==> config.mk <==
export PLATFORM = sky130hd
export DESIGN_NAME = vis_top
export DESIGN_NICKNAME = d
export VERILOG_FILES = /design/src/vis_pkg.sv /design/src/vis_fifo.sv /design/src/vis_top.sv
export VERILOG_INCLUDE_DIRS = /design/src /design/src/src
export SDC_FILE = /design/constraint.sdc
export NUM_CORES = 1
export LEC_CHECK = 0
export ABC_AREA = 0
export BUFFER_PORTS_ARGS = -buffer_cell sky130_fd_sc_hd__buf_2
export CAP_MARGIN = 20
export CORE_MARGIN = 2
export CORE_UTILIZATION = 43
export CTS_BUF_LIST = sky130_fd_sc_hd__clkbuf_4
export DETAILED_ROUTE_END_ITERATION = 16
export GPL_TIMING_DRIVEN = 0
export HOLD_SLACK_MARGIN = 0.02
export PLACE_DENSITY = 0.59
export RECOVER_POWER = 50
export SYNTH_ARGS = -nofsm -noshare
export SYNTH_HDL_FRONTEND = slang
export SYNTH_HIERARCHICAL = 1
export SYNTH_SLANG_ARGS = --single-unit
export TNS_END_PERCENT = 5
==> constraint.sdc <==
create_clock -name i_clk -period 4.7 [get_ports i_clk]
set_input_delay 0.705 -clock i_clk [delete_from_list [all_inputs] [get_ports i_clk]]
set_output_delay 0.705 -clock i_clk [all_outputs]
set_load 0.01 [all_outputs]
==> src/vis_defines.svh <==
// Numeric constants of the video input select and fallback block.
// Assumes inclusion by bare name from every file that needs a figure.
`ifndef VIS_DEFINES_SVH
`define VIS_DEFINES_SVH

// Clocks
`define VIS_CLK_MHZ 50
`define VIS_REF_MHZ 27
`define VIS_DAC_BITS 10
`define VIS_DAC_CLK_KHZ 148500

// Serial clock lock window
`define VIS_LOCK_WIN_NS 1000
`define VIS_LOCK_CYC ((`VIS_LOCK_WIN_NS * `VIS_CLK_MHZ) / 1000)

// Timing reference watchdog
`define VIS_TRS_WIN_US 100
`define VIS_TRS_WIN_CYC (`VIS_TRS_WIN_US * `VIS_CLK_MHZ)

// Timing reference words and flag positions
`define VIS_TRS_PRE 10'h3ff
`define VIS_TRS_ZERO 10'h000
`define VIS_XYZ_H 6
`define VIS_XYZ_V 7

// Lines per frame
`define VIS_LINES_720 750
`define VIS_LINES_1080 1125

// Frame period in reference ticks, and tolerance
`define VIS_T_720P25 1080000
`define VIS_T_720P30 900000
`define VIS_T_720P50 540000
`define VIS_T_720P5994 450450
`define VIS_T_720P60 450000
`define VIS_T_1080P24 1125000
`define VIS_T_1080P25 1080000
`define VIS_T_1080P2997 900900
`define VIS_T_1080P30 900000
`define VIS_TICK_TOL 200

// Colour bars: samples per bar, 75% luma levels
`define VIS_BAR_W_720 8'd160
`define VIS_BAR_W_1080 8'd240
`define VIS_BAR_Y0 10'h2d1
`define VIS_BAR_Y1 10'h2a2
`define VIS_BAR_Y2 10'h245
`define VIS_BAR_Y3 10'h216
`define VIS_BAR_Y4 10'h0fb
`define VIS_BAR_Y5 10'h0cc
`define VIS_BAR_Y6 10'h06f
`define VIS_BAR_Y7 10'h040

// Protection checksum stream
`define VIS_PROT_LEN 8
`define VIS_LFSR_SEED 8'h01

`endif

==> src/vis_pkg.sv <==
// Types shared by the video input select and fallback block.
// Assumes the numeric figures live in vis_defines.svh.
package vis_pkg;

  typedef enum logic [1:0] {
    MODE_BARS,
    MODE_SDI,
    MODE_DVI
  } vis_mode_e;

  typedef enum logic [3:0] {
    STD_NONE,
    STD_720P25,
    STD_720P30,
    STD_720P50,
    STD_720P5994,
    STD_720P60,
    STD_1080P24,
    STD_1080P25,
    STD_1080P2997,
    STD_1080P30
  } vis_std_e;

  // Pin group passed through the synchroniser
  typedef struct packed {
    logic sdi_clk;
    logic [9:0] sdi_word;
    logic dvi_clk;
    logic dvi_valid;
    logic dvi_de;
    logic [9:0] dvi_word;
    logic [3:0] dvi_std;
    logic prot_valid;
    logic [7:0] prot_sum;
  } vis_pins_s;

  typedef struct packed {
    vis_pins_s s1;
    vis_pins_s s2;
    logic sdi_prev;
    logic dvi_prev;
    logic [7:0] lock_cnt;
    logic [2:0][9:0] hist;
    logic [15:0] trs_cnt;
    logic v_prev;
    logic [11:0] line_cnt;
    logic [23:0] tick_cnt;
    logic [5:0] ref_acc;
    vis_std_e sdi_std;
    vis_std_e last_std;
    logic seen_any;
    vis_mode_e mode;
    logic [7:0] bar_pos;
    logic [2:0] bar_idx;
    logic [9:0] samp;
    logic samp_v;
    logic [7:0] lfsr;
    logic [7:0] psum;
    logic [7:0] pword;
    logic [2:0] pn;
    logic pstb;
    logic pend;
    logic pwait;
    logic pvalid_prev;
    logic shutdown;
  } vis_state_s;

endpackage : vis_pkg

==> src/vis_fifo.sv <==
// Small synchronous FIFO with valid/ready on both sides.
// Assumes DEPTH is a power of two and one clock for both sides.
`timescale 1ns/100ps
module vis_fifo #(
  parameter int WIDTH = 10,
  parameter int DEPTH = 4
) (
  // Clock and reset
  input wire logic i_clk,
  input wire logic i_rst_n,
  // Fill side
  input wire logic i_in_valid,
  output logic o_in_ready,
  input wire logic [WIDTH-1:0] i_in_data,
  // Drain side
  output logic o_out_valid,
  input wire logic i_out_ready,
  output logic [WIDTH-1:0] o_out_data
);
  localparam int AW = $clog2(DEPTH);

  typedef struct packed {
    logic [DEPTH-1:0][WIDTH-1:0] mem;
    logic [AW-1:0] wr;
    logic [AW-1:0] rd;
    logic [AW:0] cnt;
  } vis_fifo_s;

  vis_fifo_s s_q, s_d;
  logic push, pop;

  assign o_in_ready = (s_q.cnt != (AW+1)'(DEPTH));
  assign o_out_valid = (s_q.cnt != '0);
  assign o_out_data = s_q.mem[s_q.rd];

  always_comb begin
    s_d = s_q;
    push = i_in_valid && o_in_ready;
    pop = i_out_ready && o_out_valid;
    if (push) begin
      s_d.mem[s_q.wr] = i_in_data;
      s_d.wr = s_q.wr + AW'(1);
    end
    if (pop) begin
      s_d.rd = s_q.rd + AW'(1);
    end
    s_d.cnt = s_q.cnt + (AW+1)'(push) - (AW+1)'(pop);
  end

  always_ff @(posedge i_clk or negedge i_rst_n) begin
    if (!i_rst_n) begin
      s_q <= '0;
    end else begin
      s_q <= s_d;
    end
  end
endmodule : vis_fifo

==> src/vis_top.sv <==
// Input selection and colour bar fallback for a video transmitter.
// Assumes slow link clocks sampled by i_clk, and a DAC-side stage that
// retimes the sample stream into the 148.5 MHz converter domain.
// Function
// [RL1] With serial and DVI both present, serial video wins.
// [RL2] The serial lock lamp lights while serial clock edges keep arriving.
// [RL3] Serial video is used only with live timing references and a supported standard.
// [RL4] Valid DVI with no serial input lights the hot-plug lamp and is encoded.
// [RL5] On input loss, 75% bars are made at the last detected standard.
// [RL6] With no input ever detected, bars run at 720p 60 Hz.
// [RL7] A fractional last standard makes the bars run at 720p 60 Hz.
// [RL8] Serial standard is measured against a fixed 27 MHz timebase.
// [RL9] A returned checksum that differs from ours shuts the module down.
// [RL10] Output goes to the converter as 10-bit samples, one per converter cycle.
// [RL11] The DVI receiver supplies 4:2:2 video on a fixed pixel clock.
// [RL12] Serial lanes arrive deserialised; we extract timing references and format.
// [RL13] When live input returns, bars stop and the same priority applies.
`timescale 1ns/100ps
`include "vis_defines.svh"
module vis_top #(
  parameter int P_TRS_WIN = `VIS_TRS_WIN_CYC,
  parameter int P_TICK_SHIFT = 0,
  parameter int P_LINES_720 = `VIS_LINES_720,
  parameter int P_LINES_1080 = `VIS_LINES_1080
) (
  // Clock and reset
  input wire logic i_clk,
  input wire logic i_rst_n,
  // Serial deserialiser
  input wire logic i_sdi_link_clk,
  input wire logic [9:0] i_sdi_word,
  // DVI receiver
  input wire logic i_dvi_pix_clk,
  input wire logic i_dvi_valid,
  input wire logic i_dvi_de,
  input wire logic [9:0] i_dvi_word,
  input wire logic [3:0] i_dvi_std,
  // Protection chip
  output logic [7:0] o_prot_word,
  output logic o_prot_stb,
  output logic o_prot_end,
  input wire logic i_prot_valid,
  input wire logic [7:0] i_prot_sum,
  // Converter stream
  output logic [`VIS_DAC_BITS-1:0] o_dac_data,
  output logic o_dac_valid,
  input wire logic i_dac_ready,
  // Indicators and status
  output logic o_serial_input_locked_lamp,
  output logic o_hot_plug_lamp,
  output logic o_shutdown,
  output vis_pkg::vis_mode_e o_mode,
  output vis_pkg::vis_std_e o_bar_std
);
  vis_pkg::vis_state_s s_q, s_d;
  vis_pkg::vis_pins_s pins;
  vis_pkg::vis_std_e dvi_std, bar_std;
  logic sdi_edge, dvi_edge, trs_hit, frame_mark, ref_tick, sdi_ok, dvi_ok, prot_rise;
  logic last_frac;
  logic fifo_in_ready, fifo_out_valid;
  logic [9:0] fifo_out_data;
  logic [7:0] bar_w;

  assign pins = '{sdi_clk: i_sdi_link_clk, sdi_word: i_sdi_word, dvi_clk: i_dvi_pix_clk,
                  dvi_valid: i_dvi_valid, dvi_de: i_dvi_de, dvi_word: i_dvi_word,
                  dvi_std: i_dvi_std, prot_valid: i_prot_valid, prot_sum: i_prot_sum};

  function automatic logic near(input logic [31:0] t, input logic [31:0] nom);
    near = (t + 32'(`VIS_TICK_TOL) >= nom) && (t <= nom + 32'(`VIS_TICK_TOL));
  endfunction : near

  // [RL8] Frame period in 27 MHz ticks and line count
  function automatic vis_pkg::vis_std_e classify(input logic [11:0] lines, input logic [23:0] ticks);
    logic [31:0] t;
    t = 32'(ticks) << P_TICK_SHIFT;
    classify = vis_pkg::STD_NONE;
    if (lines == 12'(P_LINES_720)) begin
      if (near(t, 32'(`VIS_T_720P25))) classify = vis_pkg::STD_720P25;
      if (near(t, 32'(`VIS_T_720P30))) classify = vis_pkg::STD_720P30;
      if (near(t, 32'(`VIS_T_720P50))) classify = vis_pkg::STD_720P50;
      if (near(t, 32'(`VIS_T_720P5994))) classify = vis_pkg::STD_720P5994;
      if (near(t, 32'(`VIS_T_720P60))) classify = vis_pkg::STD_720P60;
    end else if (lines == 12'(P_LINES_1080)) begin
      if (near(t, 32'(`VIS_T_1080P24))) classify = vis_pkg::STD_1080P24;
      if (near(t, 32'(`VIS_T_1080P25))) classify = vis_pkg::STD_1080P25;
      if (near(t, 32'(`VIS_T_1080P2997))) classify = vis_pkg::STD_1080P2997;
      if (near(t, 32'(`VIS_T_1080P30))) classify = vis_pkg::STD_1080P30;
    end
  endfunction : classify

  function automatic logic [9:0] bar_luma(input logic [2:0] idx);
    case (idx)
      3'h0: bar_luma = `VIS_BAR_Y0;
      3'h1: bar_luma = `VIS_BAR_Y1;
      3'h2: bar_luma = `VIS_BAR_Y2;
      3'h3: bar_luma = `VIS_BAR_Y3;
      3'h4: bar_luma = `VIS_BAR_Y4;
      3'h5: bar_luma = `VIS_BAR_Y5;
      3'h6: bar_luma = `VIS_BAR_Y6;
      default: bar_luma = `VIS_BAR_Y7;
    endcase
  endfunction : bar_luma

  always_comb begin
    s_d = s_q;
    s_d.s1 = pins;
    s_d.s2 = s_q.s1;
    s_d.sdi_prev = s_q.s2.sdi_clk;
    s_d.dvi_prev = s_q.s2.dvi_clk;
    sdi_edge = s_q.s2.sdi_clk && !s_q.sdi_prev;
    dvi_edge = s_q.s2.dvi_clk && !s_q.dvi_prev;
    trs_hit = 1'b0;
    frame_mark = 1'b0;
    // [RL2] Lamp held while edges keep coming
    if (sdi_edge) begin
      s_d.lock_cnt = 8'(`VIS_LOCK_CYC);
    end else if (s_q.lock_cnt != 8'h00) begin
      s_d.lock_cnt = s_q.lock_cnt - 8'h01;
    end
    // [RL8] Fractional divider gives 27 ticks per 50 clocks
    ref_tick = (7'(s_q.ref_acc) + 7'(`VIS_REF_MHZ)) >= 7'(`VIS_CLK_MHZ);
    s_d.ref_acc = ref_tick ? 6'(7'(s_q.ref_acc) + 7'(`VIS_REF_MHZ) - 7'(`VIS_CLK_MHZ))
                           : 6'(7'(s_q.ref_acc) + 7'(`VIS_REF_MHZ));
    if (ref_tick) begin
      s_d.tick_cnt = s_q.tick_cnt + 24'h000001;
    end
    // [RL12] Preamble 3ff 000 000 then the flag word
    if (sdi_edge) begin
      s_d.hist = {s_q.hist[1:0], s_q.s2.sdi_word};
      trs_hit = (s_q.hist[2] == `VIS_TRS_PRE) && (s_q.hist[1] == `VIS_TRS_ZERO) &&
                (s_q.hist[0] == `VIS_TRS_ZERO);
    end
    if (trs_hit) begin
      s_d.trs_cnt = 16'(P_TRS_WIN);
      if (s_q.s2.sdi_word[`VIS_XYZ_H]) begin
        s_d.line_cnt = s_q.line_cnt + 12'h001;
        s_d.v_prev = s_q.s2.sdi_word[`VIS_XYZ_V];
        frame_mark = s_q.s2.sdi_word[`VIS_XYZ_V] && !s_q.v_prev;
      end
    end else if (s_q.trs_cnt != 16'h0000) begin
      s_d.trs_cnt = s_q.trs_cnt - 16'h0001;
    end
    if (frame_mark) begin
      s_d.sdi_std = classify(s_q.line_cnt + 12'h001, s_q.tick_cnt);
      s_d.line_cnt = 12'h000;
      s_d.tick_cnt = 24'h000000;
    end
    // [RL3] Lock, live references and a known standard
    sdi_ok = (s_q.lock_cnt != 8'h00) && (s_q.trs_cnt != 16'h0000) && (s_q.sdi_std != vis_pkg::STD_NONE);
    dvi_std = (s_q.s2.dvi_std > 4'(vis_pkg::STD_1080P30)) ? vis_pkg::STD_NONE
                                                         : vis_pkg::vis_std_e'(s_q.s2.dvi_std);
    // [RL4] DVI only when the serial input is absent
    dvi_ok = s_q.s2.dvi_valid && (s_q.lock_cnt == 8'h00);
    // [RL1] [RL5] [RL13] Priority re-evaluated every cycle
    if (sdi_ok) begin
      s_d.mode = vis_pkg::MODE_SDI;
    end else if (dvi_ok) begin
      s_d.mode = vis_pkg::MODE_DVI;
    end else begin
      s_d.mode = vis_pkg::MODE_BARS;
    end
    // [RL5] Remember what the live source carried
    // Serial may reclassify as none while still selected; keep the last real one
    if (s_q.mode == vis_pkg::MODE_SDI && s_q.sdi_std != vis_pkg::STD_NONE) begin
      s_d.last_std = s_q.sdi_std;
      s_d.seen_any = 1'b1;
    end else if (s_q.mode == vis_pkg::MODE_DVI && dvi_std != vis_pkg::STD_NONE) begin
      s_d.last_std = dvi_std;
      s_d.seen_any = 1'b1;
    end
    last_frac = (s_q.last_std == vis_pkg::STD_720P5994) || (s_q.last_std == vis_pkg::STD_1080P2997);
    // [RL6] [RL7] Fallback standard
    bar_std = (s_q.seen_any && !last_frac && s_q.last_std != vis_pkg::STD_NONE) ? s_q.last_std
                                                                              : vis_pkg::STD_720P60;
    bar_w = (bar_std >= vis_pkg::STD_1080P24) ? `VIS_BAR_W_1080 : `VIS_BAR_W_720;
    // Sample path; live words are dropped if the FIFO is full
    if (s_q.samp_v && fifo_in_ready) begin
      s_d.samp_v = 1'b0;
    end
    case (s_q.mode)
      vis_pkg::MODE_SDI: begin
        if (sdi_edge) begin
          s_d.samp = s_q.s2.sdi_word;
          s_d.samp_v = 1'b1;
        end
      end
      vis_pkg::MODE_DVI: begin
        if (dvi_edge && s_q.s2.dvi_de) begin
          s_d.samp = s_q.s2.dvi_word;
          s_d.samp_v = 1'b1;
        end
      end
      vis_pkg::MODE_BARS: begin
        // [RL5] Bars stall on back-pressure
        if (!s_q.samp_v || fifo_in_ready) begin
          s_d.samp = bar_luma(s_q.bar_idx);
          s_d.samp_v = 1'b1;
          if (s_q.bar_pos >= bar_w - 8'h01) begin
            s_d.bar_pos = 8'h00;
            s_d.bar_idx = s_q.bar_idx + 3'h1;
          end else begin
            s_d.bar_pos = s_q.bar_pos + 8'h01;
          end
        end
      end
      default: begin
        s_d.samp_v = 1'b0;
      end
    endcase
    // [RL9] Stream to the protection chip and compare its answer
    s_d.pstb = 1'b0;
    s_d.pend = 1'b0;
    s_d.pvalid_prev = s_q.s2.prot_valid;
    prot_rise = s_q.s2.prot_valid && !s_q.pvalid_prev;
    if (!s_q.pwait) begin
      s_d.pword = s_q.lfsr;
      s_d.pstb = 1'b1;
      s_d.psum = s_q.psum + s_q.lfsr;
      s_d.lfsr = {s_q.lfsr[6:0], s_q.lfsr[7] ^ s_q.lfsr[5] ^ s_q.lfsr[4] ^ s_q.lfsr[3]};
      s_d.pn = s_q.pn + 3'h1;
      if (s_q.pn == 3'(`VIS_PROT_LEN - 1)) begin
        s_d.pend = 1'b1;
        s_d.pwait = 1'b1;
      end
    end else if (prot_rise) begin
      if (s_q.s2.prot_sum != s_q.psum) begin
        s_d.shutdown = 1'b1;
      end
      s_d.psum = 8'h00;
      s_d.pwait = 1'b0;
    end
    if (s_q.shutdown) begin
      s_d.samp_v = 1'b0;
    end
  end

  always_ff @(posedge i_clk or negedge i_rst_n) begin
    if (!i_rst_n) begin
      s_q <= '0;
      s_q.lfsr <= `VIS_LFSR_SEED;
    end else begin
      s_q <= s_d;
    end
  end

  // [RL10] Elastic stage ahead of the converter
  vis_fifo #(.WIDTH(`VIS_DAC_BITS), .DEPTH(4)) u_fifo (
    .i_clk(i_clk),
    .i_rst_n(i_rst_n),
    .i_in_valid(s_q.samp_v && !s_q.shutdown),
    .o_in_ready(fifo_in_ready),
    .i_in_data(s_q.samp),
    .o_out_valid(fifo_out_valid),
    .i_out_ready(i_dac_ready),
    .o_out_data(fifo_out_data)
  );

  // Shutdown mutes the converter even with words left inside
  assign o_dac_valid = fifo_out_valid && !s_q.shutdown;
  assign o_dac_data = s_q.shutdown ? 10'h000 : fifo_out_data;
  assign o_serial_input_locked_lamp = (s_q.lock_cnt != 8'h00);
  assign o_hot_plug_lamp = (s_q.mode == vis_pkg::MODE_DVI);
  assign o_shutdown = s_q.shutdown;
  assign o_mode = s_q.mode;
  assign o_bar_std = bar_std;
  assign o_prot_word = s_q.pword;
  assign o_prot_stb = s_q.pstb;
  assign o_prot_end = s_q.pend;

  // Helper: ticks over a 50-clock window
  logic [5:0] win_q, wticks_q;
  always_ff @(posedge i_clk or negedge i_rst_n) begin
    if (!i_rst_n) begin
      win_q <= 6'h00;
      wticks_q <= 6'h00;
    end else if (win_q == 6'(`VIS_CLK_MHZ - 1)) begin
      win_q <= 6'h00;
      wticks_q <= 6'h00;
    end else begin
      win_q <= win_q + 6'h01;
      wticks_q <= wticks_q + 6'(ref_tick);
    end
  end
endmodule : vis_top

# Word level (Yosys, flattened, before mapping)
# Cells that the tools add are included.
classes:
  addsub: 16
  n_reduce_logical: 60
  n_eq_ne: 20
  magnitude_cmp: 21
  n_mux: 51
  bitwise_logic: 3
ops:
  columns: ["operator", "count"]
  rows:
  - ["less-or-equal comparator 24 x 20 -> 1 bit, second input constant", 3]
  - ["case mux 10 bit (7 select lines)", 1]
  - [">= comparator 32 x 19 -> 1 bit, second input constant", 2]
  - [">= comparator 32 x 20 -> 1 bit, second input constant", 2]
  - [">= comparator 32 x 21 -> 1 bit, second input constant", 2]
  - ["less-or-equal comparator 24 x 19 -> 1 bit, second input constant", 2]
  - ["less-or-equal comparator 24 x 21 -> 1 bit, second input constant", 2]
  - ["two-way mux 4 bit", 11]
  - ["bitwise mux 40 bit", 1]
  - ["two-way mux 8 bit", 5]
  - ["two-way mux 36 bit", 1]
  - ["two-way mux 11 bit", 3]
  - ["two-way mux 16 bit", 2]
  - ["two-way mux 10 bit", 3]
  - ["case mux 10 bit (3 select lines)", 1]
  - ["logical AND 1 bit", 27]
  - ["adder 24 x 8 -> 25 bit, second input constant", 1]
  - [">= comparator 25 x 20 -> 1 bit, second input constant", 1]
  - ["adder 24 x 1 -> 24 bit, second input constant", 1]
  - ["two-way mux 12 bit", 2]
  - ["two-way mux 24 bit", 1]
  - ["binary-select mux 10 bit (select 2 bit)", 1]
  - ["demux 10 bit (select 2 bit)", 1]
  - ["zero test 10 bit", 2]
  - ["52 further kinds", 93]
totals:
  word_cells: 224
  reg_bits: 285
  input_bits: 40

# Longest topological paths before layout
depth:
  depth_word: 11
  ltp_mapped: 13
  ltp_nobuf: 12

# Modules after synthesis
# The synthesis kept the hierarchy.
modules_own_cells:
  columns: ["module", "area_per_inst_um2", "seq_area_each_um2", "cells_per_inst", "instances"]
  rows:
  - ["vis_top", 11852.6, 5781.8, 1209, 1]
  - ["vis_fifo", 2314.7, 1176.1, 131, 1]

# Worst setup path after synthesis
# No wires, ideal clock.
synth_path:
  kind: "register to register"
  start: "register s_q[74] (netlist name)"
  end: "register s_q[61] (netlist name)"
  setup_ps: 124
  stages_incl_launch_ff: 14
  arrival_ps: 2522
  n_path_buf: 2
  slack_ps: 2054
  cell_sequence: "dfrtp_1 clkbuf_2 clkbuf_1 inv_1 ha_1 o21bai_1 a22oi_1 o211ai_1 a211oi_1 o311a_2 o31ai_1 o211ai_1 a22oi_1 nand2_1"
synth_via:
  elab_chain_cells: 9
synth_rtl:
  columns: ["item", "line", "source"]
  rows:
  - ["from (decl)", "vis_top.sv:55", "vis_pkg::vis_state_s s_q, s_d;"]
  - ["adder 24 x 8 -> 25 bit", "vis_top.sv:69", "near = (t + 32'(`VIS_TICK_TOL) >= nom) && (t <= nom + 32'(`VIS_TICK_TOL));"]
  - [">= comparator 32 x 21 -> 1 bit", "vis_top.sv:69", null]
  - ["logical AND 1 bit", "vis_top.sv:69", null]
  - ["two-way mux 1 bit", "vis_top.sv:78", "if (near(t, 32'(`VIS_T_720P25))) classify = vis_pkg::STD_720P25;"]
  - ["two-way mux 4 bit", "vis_top.sv:79", "if (near(t, 32'(`VIS_T_720P30))) classify = vis_pkg::STD_720P30;"]
  - ["two-way mux 4 bit", "vis_top.sv:80", "if (near(t, 32'(`VIS_T_720P50))) classify = vis_pkg::STD_720P50;"]
  - ["two-way mux 4 bit", "vis_top.sv:81", "if (near(t, 32'(`VIS_T_720P5994))) classify = vis_pkg::STD_720P5994;"]
  - ["two-way mux 4 bit", "vis_top.sv:82", "if (near(t, 32'(`VIS_T_720P60))) classify = vis_pkg::STD_720P60;"]
  - ["two-way mux 4 bit (*)", "vis_top.sv:77", "if (lines == 12'(P_LINES_720)) begin"]
# Mark *: on every way between the ends. The rest lies on a longest branch, timed or not.
# A chain may end at the register's enable or synchronous reset.

# Worst setup path in the final report
layout_path:
  start: "register u_fifo/s_q[3] (netlist name)"
  end: "output port o_dac_data[6]"
layout_via:
  elab_chain_cells: 3
layout_rtl:
  columns: ["item", "line", "source"]
  rows:
  - ["from (decl)", "vis_fifo.sv:29", "vis_fifo_s s_q, s_d;"]
  - ["from (signal assigned)", "vis_fifo.sv:52", "s_q <= '0;"]
  - ["from (signal assigned)", "vis_fifo.sv:54", "s_q <= s_d;"]
  - ["binary-select mux 10 bit (select 2 bit)", "vis_fifo.sv:34", "assign o_out_data = s_q.mem[s_q.rd];"]
  - ["two-way mux 10 bit (implied by the code)", "vis_fifo.sv:34", null]
  - ["net fifo_out_data[6]", "vis_top.sv:61", "logic [9:0] fifo_out_data;"]
  - ["two-way mux 10 bit", "vis_top.sv:260", "assign o_dac_data = s_q.shutdown ? 10'h000 : fifo_out_data;"]
  - ["to (decl)", "vis_top.sv:45", "output logic [`VIS_DAC_BITS-1:0] o_dac_data,"]
# The timed path passes the listed nets, and every way through them passes these cells. The select of a mux whose other input is x is not followed.

==> flow_metrics.py <==
metrics = {
    "setup_path": {
        "worstReg2RegStart": "s_q[74]",
        "cp-start-kind": "flip-flop",
        "cp_data_required_time_ns": 3.99,
        "cp.arrival_ns": 2.69,
        "r2r_cells": 13,
        "rr_endpoint": "s_q[61]",
        "cpMaxStageDelayCell": "clkbuf_1",
        "crit_family": "buffers and inverters",
        "slowest_delay_ns": 0.65,
        "rrSetupSlack_ns": 1.32,
        "worstPathMaxFanout": 10,
        "crit_type": "flip-flop to output pin",
        "end_kind": "output pin",
        "cp_cell_sequence": "clkbuf_1, mux4_2, nor2b_1, buf_2",
        "crit_buf_inv": 2,
    },
    "sta": {
        "hold_violations": 0,
        "slew_viol_final": 73,
        "maxSlewHeadroom_pct": -31.5,
        "hold_ws_ns": 0.104,
        "fmax_ghz": 0.294,
        "setup_viol": 0,
        "fin_ws_ns": 1.30,
        "worst_pin_slew_ns": 1.97,
        "fin_crit_ns": 3.40,
        "skew_ns": 0.0417,
        "rsz0062_at_grt": "false",
        "finalCritPeriodShare_pct": 72.3,
    },
    "die": {
        "die_w_um": 186,
        "core_um2": 32500,
        "die_y_um": 186,
        "num_rows": 66,
        "io_pins": 70,
        "dieArea_um2": 34400,
        "initial_core_util_pct": 43.7,
    },
    "global_route": {
        "grt_pass1_wl_mm": 54.6,
        "grt_max_degree": 123,
        "grt_usage_pct": 20.0,
        "antenna_found_initial": 1,
        "grt_overflow": 0,
        "grt_pass1_vias": 10600,
    },
    "synth": {
        "synth_nets": 1423,
        "synth_area_per_cell_um2": 10.6,
        "synth_top_cell_by_area": "dfrtp_1",
        "synth_top_cell_area_share_pct": 48.9,
        "synth.cell_area_um2": 14200,
        "netlist-cell-type-count": 98,
        "synthArstFlopShare_pct": 100,
        "synth_seq_cells": 278,
        "synth_edf_count": 0,
        "synthCells": 1340,
        "yosys-top-cells-area": "dfrtp_1 49%, nand2_1 4.6%, mux2_4 4.2%",
        "yosysWarnings": 6,
        "synth_flop_cell": "dfrtp_1",
        "seq_area_frac_synth_pct": 49.1,
    },
    "hold_path": {
        "hold_start": "i_sdi_link_clk",
        "hold_path_class": "input pin to flip-flop",
        "holdPathEnd": "s_d[200]",
        "worstHoldPathCells": 1,
    },
    "placement": {
        "dpl.cell_count": 1853,
        "dp_hpwl_mm": 23.1,
        "pre_cts_ws_ns": 1.35,
        "gp_congestion": 0.903,
        "port_buffers": 69,
    },
    "detailed_routing": {
        "drt-pass1-iter-count": 6,
        "wl_mm": 33.0,
        "drtIter0Drc": 720,
        "wl_per_cell_um": 16.5,
        "drcViolationCount": 0,
        "vias": 10500,
        "vias_per_cell": 5.28,
        "ant_nets": 0,
    },
    "clocking": {
        "root_buffer": "clkbuf_4",
        "clk_latency_ns": 0.73,
        "cts.reportedPaths.clkPinSlew_ns": 0.07,
        "clock_sinks": 278,
        "postCtsSetupRepairBufs": 0,
        "htreeDepth": 3,
        "clock_path_buffers": 3,
        "cts_made_buffers": 77,
        "cts_tree": "yes",
    },
    "finish": {
        "multi_input_area_um2": 6540,
        "num-nets-final": 1578,
        "syn2layout_area_growth_pct": 13.9,
        "nFillCells": 3068,
        "fin_cells": 1997,
        "seqCellArea_um2": 6960,
        "layout-drive-gt1-share_pct": 21.6,
    },
    "run_status": {
        "outcome": "finished with violations",
        "violations": "max-capacitance violations, max-slew violations",
    },
    "run": {
        "cap_violations": 1,
    },
    "pwr": {
        "total_power_uw": 8310,
        "peakVddDrop_v": 0.000546,
        "powerDensity_nw_per_um2": 515,
        "leakage_uw": 0.00737,
    },
}
cells in the mapped netlist (15+ instances only):
master,n
inv_1,41
nand4_1,21
nor2b_1,21
xnor2_1,57
mux2_4,40
ha_1,41
mux2_2,15
nand2b_1,17
xor2_1,28
dfrtp_1,277
nand3_1,27
nor3_1,35
clkbuf_1,29
a21oi_1,54
nor4_1,22
nand2_1,172
nor2_1,108
o21ai_0,60
power breakdown:
part           leakage (uW)  total, uW  internal [uW]  switching, uW
Combinational       0.00333       2910           1380           1530
Sequential          0.00345       3220           2880            337
Clock              0.000591       2180           1180           1000
Total               0.00737       8310           5440           2870
how the worst max path moves through the flow:
| stage | from | to | cells past startpoint |
|---|---|---|---|
| floorplan | s_q[74] | s_q[61] | 13 |
| global placement | i_rst_n | s_q[67] | 1 |
| detailed placement | s_q[74] | s_q[63] | 13 |
| CTS | s_q[156] | o_serial_input_locked_lamp | 5 |
| global route | s_q[74] | s_q[61] | 13 |
| finish | u_fifo/s_q[3] | o_dac_data[6] | 4 |
registers in the layout, summed over array words and instances, names as in the netlist:
name / flops
o_prot_word: 2
u_fifo/s_q: 47
s_q: 184
o_mode: 2
o_prot_end: 1
s_d: 40
o_shutdown: 1
o_prot_stb: 1
cell families (layout without fill, tap and decap cells):
kind of cell    Yosys count  after routing  share of synthesized area (%)
buf+inv                 113            327                           4.72
mux                      70             70                           7.37
compound gates          234            234                           11.1
flops                   278            278                           49.1
simple gates            517            517                           18.6
other cells               0              1                              0
fa+ha+maj                43             43                           3.90
xor+xnor                 85             85                           5.25
layer usage:
layer	global-route usage (%)	vias up	routed length, um
met5	0	-	0
met4	7.78	0	793
met3	3.97	58	1550
met2	31.0	247	14900
met1	27.7	5122	15700
li1	-	5109	-
repair_timing:
item                      CTS  global route
hold endpoints to repair   76             0
resized for setup           0             0
hold buffers                5             0
layout make-up:
| cell class | instances | area share, % |
|---|---|---|
| clock buffer | 116 | 5.39 |
| sequential | 278 | 43.1 |
| clock inverter | 22 | 0.674 |
| antenna | 1 | 0.0155 |
| multi-input combinational | 949 | 40.5 |
| tap | 442 | 3.43 |
| inverter | 42 | 0.977 |
| buffer | 71 | 3.11 |
| timing repair buffer | 76 | 2.77 |
layout by cell type, fill, tap and decap left out, drive strengths merged, types with 9 or more instances in the layout:
| cell | count |
|---|---|
| xor2 | 28 |
| ha | 41 |
| clkbuf | 164 |
| nand3 | 27 |
| a211oi | 10 |
| nor2b | 21 |
| nor4 | 27 |
| o21ai | 63 |
| dfrtp | 277 |
| nand2b | 17 |
| nor2 | 109 |
| clkinv | 17 |
| a21o | 10 |
| nand2 | 172 |
| nand4 | 24 |
| o31ai | 13 |
| a21oi | 54 |
| nor3 | 35 |
| o211ai | 11 |
| or3 | 14 |
| mux4 | 10 |
| and2 | 9 |
| mux2 | 55 |
| inv | 46 |
| a31oi | 9 |
| buf | 92 |
| and3 | 14 |
| xnor2 | 57 |
per-stage QoR:
stage / utilization, % / cell area (um2) / setup TNS, ns
floorplan: - / 14200 / 0
global placement: 46.4 / 15100 / -625.82
detailed placement: 46.6 / 15100 / 0
CTS: 49.8 / 16200 / 0
global route: 49.7 / 16100 / 0
finish: 49.7 / 16100 / 0
No activity file was read; power rests on OpenSTA's default activity.
